File: src/shared/pmon_consts.svh
// Constants of the power monitor serial command port.
// Assumes inclusion by the package and the design modules.
`ifndef PMON_CONSTS_SVH
`define PMON_CONSTS_SVH

// Command codes
`define CMD_CONFIG       8'hD0
`define CMD_READ_VOLT    8'h8B
`define CMD_READ_CURR    8'h8C
`define CMD_READ_PWR     8'h96

// Configuration layout and reset value
`define CFG_RESET        16'h0000
`define CFG_SEL_HI       7
`define CFG_SEL_LO       6

// Quantity select codes
`define SEL_POWER        2'h0
`define SEL_VOLTAGE      2'h1
`define SEL_CURRENT      2'h2

// Result word format
`define RES_PAD_BITS     6
`define RES_POS_FS       16'h4000
`define RES_NEG_FS       16'hC000
`define COUNT_POS_FS     10'sh100
`define COUNT_NEG_FS     -10'sh100

`endif

File: src/shared/pmon_pkg.sv
// Types of the power monitor serial command port.
// Assumes the constants header on the include path.
package pmon_pkg;
  `include "pmon_consts.svh"

  typedef enum logic [2:0] {
    ST_IDLE,
    ST_RX,
    ST_RX_ACK,
    ST_TX,
    ST_TX_ACK,
    ST_TX_LOAD
  } port_state_t;

  typedef enum logic [1:0] {
    K_ADDR,
    K_CMD,
    K_LO,
    K_HI
  } byte_kind_t;

  typedef logic [1:0] quantity_t;
endpackage

File: src/logic/pin_sync.sv
// Three-stage pin synchroniser with agreement filter.
// Assumes asynchronous inputs and one clock domain.
`timescale 1ns/1ns
module pin_sync #(
  parameter int W = 2
) (
  // Clock and reset
  input  wire logic         clk,
  input  wire logic         rst,
  // Pins in, filtered levels out
  input  wire logic [W-1:0] pin_in,
  output logic [W-1:0]      level_out
);
  initial
  begin
    if (W < 1) $error("pin_sync width must be positive");
  end

  typedef struct packed {
    logic [W-1:0] f1;
    logic [W-1:0] f2;
    logic [W-1:0] f3;
    logic [W-1:0] lvl;
  } sync_state_t;

  sync_state_t s_q;
  sync_state_t s_d;

  ////////////////////////////////////////////////////////////////////
  always_comb
  begin
    s_d    = s_q;
    s_d.f1 = pin_in;
    s_d.f2 = s_q.f1;
    s_d.f3 = s_q.f2;
    // Level follows once stages two and three agree
    s_d.lvl = (s_q.f3 & ~(s_q.f2 ^ s_q.f3)) | (s_q.lvl & (s_q.f2 ^ s_q.f3));
  end

  // Idle bus level after reset
  always_ff @(posedge clk or posedge rst)
  begin
    if (rst)
      s_q <= '1;
    else
      s_q <= s_d;
  end

  assign level_out = s_q.lvl;
endmodule

File: src/logic/pmon_port.sv
// Serial command port of the power monitor: slave, config, result.
// Assumes SCL and SDA as open-drain pins and a measurement engine
// that reports one signed count per finished operation.
//
// Summary of operation
// Result is signed, nine integer bits, six zeros
// Full scale 4000h, negative C000h, zero voltage
// One result register holds selected quantity
// All three read commands return that register
// Host avoids reserved codes; device refuses them
// Config write: command, low byte, high byte
// Config read: repeated start, low then high
// Read voltage code 8Bh, low byte first
// Read current code 8Ch, low byte first
// Read power code 96h, low byte first
// Acknowledge low, not-acknowledge left high
// Config bits 7:6 select quantity, power default
// New selection applies after pending operation ends
// Result latched at start of each read
`timescale 1ns/1ns
`include "pmon_consts.svh"
module pmon_port #(
  parameter logic [6:0] SLAVE_ADDR = 7'h40,
  parameter int         CW         = 10
) (
  // Clock and reset
  input  wire logic                 clk,
  input  wire logic                 rst,
  // Serial bus pins
  input  wire logic                 scl_in,
  input  wire logic                 sda_in,
  output logic                      sda_out,
  output logic                      sda_oe,
  // Measurement engine
  input  wire logic                 meas_done,
  input  wire logic signed [CW-1:0] meas_count,
  output logic [15:0]               cfg_q,
  output pmon_pkg::quantity_t       quantity_sel_q
);
  import pmon_pkg::*;

  initial
  begin
    if (CW < 10 || CW > 16) $error("count width out of range");
  end

  function automatic logic known_cmd(input logic [7:0] c);
    known_cmd = (c == `CMD_CONFIG) || (c == `CMD_READ_VOLT) ||
                (c == `CMD_READ_CURR) || (c == `CMD_READ_PWR);
  endfunction

  typedef struct packed {
    port_state_t st;
    byte_kind_t  kind;
    logic [7:0]  sh;
    logic [3:0]  bitcnt;
    logic        rw;
    logic [7:0]  cmd;
    logic [7:0]  lo;
    logic [15:0] cfg;
    logic [15:0] hold;
    logic        tx_hi;
    logic        oe;
    logic        sda_o;
    quantity_t   sel;
    logic        scl_p;
    logic        sda_p;
  } port_state_s_t;

  port_state_s_t s_q;
  port_state_s_t s_d;
  logic [1:0]    lvl;
  logic [15:0]   result_q;
  logic          scl;
  logic          sda;
  logic          scl_rise;
  logic          scl_fall;
  logic          start_c;
  logic          stop_c;

  ////////////////////////////////////////////////////////////////////
  pin_sync #(
    .W (2)
  ) u_sync (
    .clk       (clk),
    .rst       (rst),
    .pin_in    ({scl_in, sda_in}),
    .level_out (lvl)
  );

  result_format #(
    .CW (CW)
  ) u_fmt (
    .clk        (clk),
    .rst        (rst),
    .meas_done  (meas_done),
    .meas_count (meas_count),
    .meas_sel   (s_q.sel),
    .result_q   (result_q)
  );

  assign scl      = lvl[1];
  assign sda      = lvl[0];
  assign scl_rise = scl && !s_q.scl_p;
  assign scl_fall = !scl && s_q.scl_p;
  assign start_c  = scl && s_q.scl_p && s_q.sda_p && !sda;
  assign stop_c   = scl && s_q.scl_p && !s_q.sda_p && sda;

  ////////////////////////////////////////////////////////////////////
  always_comb
  begin
    s_d       = s_q;
    s_d.scl_p = scl;
    s_d.sda_p = sda;
    if (meas_done)
      s_d.sel = s_q.cfg[`CFG_SEL_HI:`CFG_SEL_LO];
    if (start_c)
    begin
      s_d.st     = ST_RX;
      s_d.kind   = K_ADDR;
      s_d.bitcnt = '0;
      s_d.oe     = 1'b0;
    end
    else if (stop_c)
    begin
      s_d.st = ST_IDLE;
      s_d.oe = 1'b0;
    end
    else
    begin
      case (s_q.st)
        ST_RX:
        begin
          if (scl_rise && s_q.bitcnt < 4'h8)
          begin
            s_d.sh     = {s_q.sh[6:0], sda};
            s_d.bitcnt = s_q.bitcnt + 4'h1;
          end
          else if (scl_fall && s_q.bitcnt == 4'h8)
          begin
            s_d.st = ST_RX_ACK;
            s_d.oe = 1'b1;
            case (s_q.kind)
              K_ADDR:
              begin
                s_d.rw   = s_q.sh[0];
                s_d.kind = K_CMD;
                if (s_q.sh[0])
                  s_d.hold = (s_q.cmd == `CMD_CONFIG) ? s_q.cfg : result_q;
                if (s_q.sh[7:1] != SLAVE_ADDR || (s_q.sh[0] && !known_cmd(s_q.cmd)))
                begin
                  s_d.st = ST_IDLE;
                  s_d.oe = 1'b0;
                end
              end
              K_CMD:
              begin
                s_d.cmd  = s_q.sh;
                s_d.kind = K_LO;
                if (!known_cmd(s_q.sh))
                begin
                  s_d.cmd = '0;
                  s_d.st  = ST_IDLE;
                  s_d.oe  = 1'b0;
                end
              end
              K_LO:
              begin
                s_d.lo   = s_q.sh;
                s_d.kind = K_HI;
                if (s_q.cmd != `CMD_CONFIG)
                begin
                  s_d.st = ST_IDLE;
                  s_d.oe = 1'b0;
                end
              end
              default:
              begin
                s_d.cfg  = {s_q.sh, s_q.lo};
                s_d.kind = K_ADDR;
                s_d.cmd  = '0;
              end
            endcase
          end
        end
        ST_RX_ACK:
        begin
          if (scl_fall)
          begin
            s_d.bitcnt = '0;
            if (s_q.rw)
            begin
              s_d.st     = ST_TX;
              s_d.sh     = s_q.hold[7:0];
              s_d.oe     = !s_q.hold[7];
              s_d.bitcnt = 4'h1;
              s_d.tx_hi  = 1'b0;
            end
            else
            begin
              s_d.oe = 1'b0;
              s_d.st = (s_q.kind == K_ADDR) ? ST_IDLE : ST_RX;
            end
          end
        end
        ST_TX:
        begin
          if (scl_fall)
          begin
            if (s_q.bitcnt == 4'h8)
            begin
              s_d.oe = 1'b0;
              s_d.st = ST_TX_ACK;
            end
            else
            begin
              s_d.sh     = {s_q.sh[6:0], 1'b0};
              s_d.oe     = !s_q.sh[6];
              s_d.bitcnt = s_q.bitcnt + 4'h1;
            end
          end
        end
        ST_TX_ACK:
        begin
          if (scl_rise)
            s_d.st = (!sda && !s_q.tx_hi) ? ST_TX_LOAD : ST_IDLE;
        end
        ST_TX_LOAD:
        begin
          if (scl_fall)
          begin
            s_d.st     = ST_TX;
            s_d.sh     = s_q.hold[15:8];
            s_d.oe     = !s_q.hold[15];
            s_d.bitcnt = 4'h1;
            s_d.tx_hi  = 1'b1;
          end
        end
        default:
        begin
          s_d.oe = 1'b0;
        end
      endcase
    end
  end

  always_ff @(posedge clk or posedge rst)
  begin
    if (rst)
    begin
      s_q       <= '0;
      s_q.st    <= ST_IDLE;
      s_q.kind  <= K_ADDR;
      s_q.cfg   <= `CFG_RESET;
      s_q.sel   <= `SEL_POWER;
      s_q.scl_p <= 1'b1;
      s_q.sda_p <= 1'b1;
    end
    else
      s_q <= s_d;
  end

  assign sda_out        = s_q.sda_o;
  assign sda_oe         = s_q.oe;
  assign cfg_q          = s_q.cfg;
  assign quantity_sel_q = s_q.sel;
endmodule

File: src/logic/result_format.sv
// Measurement result register: saturate and pad the count.
// Assumes one signed count per finished measurement.
`timescale 1ns/1ns
`include "pmon_consts.svh"
module result_format #(
  parameter int CW = 10
) (
  // Clock and reset
  input  wire logic                 clk,
  input  wire logic                 rst,
  // Finished measurement
  input  wire logic                 meas_done,
  input  wire logic signed [CW-1:0] meas_count,
  input  wire pmon_pkg::quantity_t  meas_sel,
  // Result word
  output logic [15:0]               result_q
);
  import pmon_pkg::*;

  initial
  begin
    if (CW != 16 - `RES_PAD_BITS) $error("count width must fill the result word");
  end

  typedef struct packed {
    logic [15:0] res;
  } fmt_state_t;

  fmt_state_t s_q;
  fmt_state_t s_d;
  logic signed [CW-1:0] sat;

  ////////////////////////////////////////////////////////////////////
  always_comb
  begin
    s_d = s_q;
    sat = meas_count;
    if (meas_count > `COUNT_POS_FS)
      sat = `COUNT_POS_FS;
    else if (meas_count < `COUNT_NEG_FS)
      sat = `COUNT_NEG_FS;
    if (meas_sel == `SEL_VOLTAGE && meas_count < 0)
      sat = '0;
    if (meas_done)
      s_d.res = {sat, {`RES_PAD_BITS{1'b0}}};
  end

  always_ff @(posedge clk or posedge rst)
  begin
    if (rst)
      s_q <= '0;
    else
      s_q <= s_d;
  end

  assign result_q = s_q.res;
endmodule

File: config.mk
export PLATFORM = sky130hd
export DESIGN_NAME = pmon_port
export DESIGN_NICKNAME = d
export VERILOG_FILES = /design/src/shared/pmon_pkg.sv /design/src/logic/pin_sync.sv /design/src/logic/pmon_port.sv /design/src/logic/result_format.sv
export VERILOG_INCLUDE_DIRS = /design/src /design/src/shared
export SDC_FILE = /design/constraint.sdc
export NUM_CORES = 1
export LEC_CHECK = 0
export ABC_AREA = 1
export BUFFER_PORTS_ARGS = -buffer_cell sky130_fd_sc_hd__buf_2
export CAP_MARGIN = 20
export CORE_ASPECT_RATIO = 0.9
export CORE_MARGIN = 2
export CORE_UTILIZATION = 35
export CTS_CLUSTER_SIZE = 40
export DETAILED_ROUTE_END_ITERATION = 16
export HOLD_SLACK_MARGIN = 0.03
export SYNTH_ARGS = -nofsm -noshare
export SYNTH_HDL_FRONTEND = slang
export SYNTH_HIERARCHICAL = 1
export SYNTH_SLANG_ARGS = --single-unit
File: constraint.sdc
create_clock -name clk -period 2.5 [get_ports clk]
set_input_delay 0 -clock clk [delete_from_list [all_inputs] [get_ports clk]]
set_output_delay 0 -clock clk [all_outputs]
set_load 0.005 [all_outputs]
==> results.sh <==
export IMPL_vias=3585
export IMPL_p_leak_nw=2.69
export IMPL_via_per_inst=4.72
export IMPL_path_clk_slew_ns=0.07
export IMPL_grt_max_degree=34
export IMPL_synth_area_sq_um=4630
export IMPL_maxCapViolations=0
export IMPL_syn_avg_cell_area_sq_um=8.26
export IMPL_power_mw=4.22
export IMPL_final_core_util_pct=41.0
export IMPL_layout_drive_gt1_share_pct=14.6
export IMPL_ff2ff_path_depth=7
export IMPL_critical_path_class="reg -> reg"
export IMPL_port_buffers=33
export IMPL_overflow=0
export IMPL_core_area_sq_um=12800
export IMPL_fin_crit_sh_pct=80.2
export IMPL_r2r_slack_ns=0.49
export IMPL_die_area_sq_um=14200
export IMPL_setup_viol_count_final=0
export IMPL_post_cts_resized=0
export IMPL_placed_cell_area_sq_um=4790
export IMPL_drtAntennaViolNets=0
export IMPL_setup_slack_ns=0.495
export IMPL_place_gp_congestion=0.898
export IMPL_dp_cells=729
export IMPL_fin_tns_setup_ns=0
export IMPL_design_area_sq_um=5240
export IMPL_wirelength_mm=10.0
export IMPL_cts_max_level=3
export IMPL_place_ws_ns=0.492
export IMPL_antennaDiodeCount=0
export IMPL_hold_path_class="in -> async"
export IMPL_reg2reg_to="s_q[62]"
export IMPL_ys_warn_count=6
export IMPL_fp_dieH_um=113
export IMPL_async_flop_share_pct=100
export IMPL_worst_path_max_fanout=16
export IMPL_tightestPinTransition_ns=0.710
export IMPL_grt_pass1_wl_mm=17.4
export IMPL_rsz0062_at_grt="false"
export IMPL_cts_buffers=9
export IMPL_synth_distinct_cells=36
export IMPL_core_rowCount=39
export IMPL_drc=0
export IMPL_layout_commonest_cell="nand2_1"
export IMPL_layout_nets=615
export IMPL_crit_path_start_kind="flip-flop"
export IMPL_r2r_start="s_q[1]"
export IMPL_peakVddDrop_mv=0.451
export IMPL_wl_per_cell_um=13.2
export IMPL_final_cell_mix="nand2_1, dfrtp_1, nor2_1"
export IMPL_required_ns=2.69
export IMPL_slew_viol_final=0
export IMPL_relSlewSlack_pct=52.3
export IMPL_timing_fmax_mhz=499
export IMPL_cts_tree="built"
export IMPL_hold_viol_final=0
export IMPL_synth_flop_cell="dfrtp_1"
export IMPL_cp_endpoint="s_q[62]"
export IMPL_dieWidth_um=125
export IMPL_grt_pass1_vias=3586
export IMPL_startpoint="s_q[1]"
export IMPL_area_growth_synth_to_final_pct=13.1
export IMPL_seq_area_frac_synth_pct=48.9
export IMPL_firstDrtPassIters=5
export IMPL_cts_root_buf="clkbuf_16"
export IMPL_synth_seq_cells=90
export IMPL_track_usage_pct=15.1
export IMPL_period_needed_ns=2.01
export IMPL_status="completed"
export IMPL_p_per_area_nw_per_um2=805
export IMPL_fin_cells=759
export IMPL_cts_setup_buffers=0
export IMPL_fillers=1320
export IMPL_skew_ns=0.00633
export IMPL_initial_utilization_pct=36.2
export IMPL_cts_sinks=90
export IMPL_worst_setup_path_end_kind="flip-flop"
export IMPL_ioPinCount=35
export IMPL_whs_ns=0.218
export IMPL_clk_path_buf_depth=2
export IMPL_postSynthCellCount=561
export IMPL_arrival_ns=2.19
export IMPL_dp_hpwl_mm=7.24
export IMPL_drtIter0Drc=238
export IMPL_clk_latency_ns=0.34
export IMPL_antenna_found_initial=0
export IMPL_synth_edff_count=0
-- final cells by class --
type	instances	area, sq um	share of cell area (%)
clock buffer	12	246	4.71
clock inverter	3	47.5	0.908
inverter	51	191	3.65
multi-input combinational	388	1930	36.9
sequential	90	2260	43.2
tap	164	205	3.92
timing repair buffer	51	350	6.69
-- registers in the layout, summed over array words and instances (netlist names), named ones only --
signal          flops
u_sync/s_d          4
u_sync/s_q          2
u_fmt/result_q     10
quantity_sel_q      2
sda_oe              1
cfg_q              16
s_q                53
-- worst min-delay path by stage --
| stage | from | end | slack, ns | depth (start not counted) |
|---|---|---|---|---|
| floorplan | rst | u_fmt/result_q[10] | -0.16 | 1 |
| global placement | rst | u_fmt/result_q[11] | 0.02 | 2 |
| detailed placement | rst | u_fmt/result_q[8] | 0.03 | 2 |
| CTS | rst | u_fmt/result_q[8] | 0.22 | 3 |
| global route | rst | u_fmt/result_q[11] | 0.26 | 3 |
| finish | rst | u_fmt/result_q[8] | 0.22 | 3 |
-- cell usage after synthesis (all sizes together), types with 3 or more instances --
cell type | count | area [sq um]
a21oi | 9 | 45.0
buf | 34 | 250
clkbuf | 3 | 11.3
dfrtp | 80 | 2000
dfstp | 10 | 263
ha | 9 | 113
inv | 50 | 188
mux2 | 10 | 128
nand2 | 171 | 654
nand3 | 20 | 118
nand4 | 7 | 43.8
nor2 | 84 | 349
nor3 | 3 | 15.0
o21ai | 41 | 231
o22ai | 5 | 31.3
o31ai | 16 | 120
-- report_power, final --
part           internal, mW  leakage [nW]  switching, mW
logic                 0.352          1.38          0.712
clock network         0.805         0.144          0.554
registers              1.63          1.17          0.163
-- metal layers --
metal	global-route usage, %	part of all wire, %
met5	0	0
met3	3.22	4.0
met2	25.2	47
met1	20.1	47
met4	4.44	1.2
-- worst max-delay path: stages, from the launching register on --
cell	delay, ns
dfstp_2	0.53
inv_1	0.04
nor2_1	0.21
inv_1	0.07
nand2_1	0.08
inv_1	0.08
nor4_4	0.65
o21ai_0	0.19
-- repair_timing --
action | in CTS | in global routing
setup endpoints to repair | 0 | 0
hold buffers | 15 | 0
hold endpoints to repair | 54 | 0
-- kinds of logic (layout without fill, tap and decap cells) --
family / after synthesis / count (layout) / synth area share, %
compound gates: 76 / 76 / 10.0
fa+ha+maj: 9 / 9 / 2.43
buf+inv: 88 / 117 / 9.78
flops: 90 / 90 / 48.9
mux: 10 / 10 / 2.76
other cells: 2 / 7 / 0.162
simple gates: 286 / 286 / 25.9
Note: power is estimated with default switching activity, not from simulation.
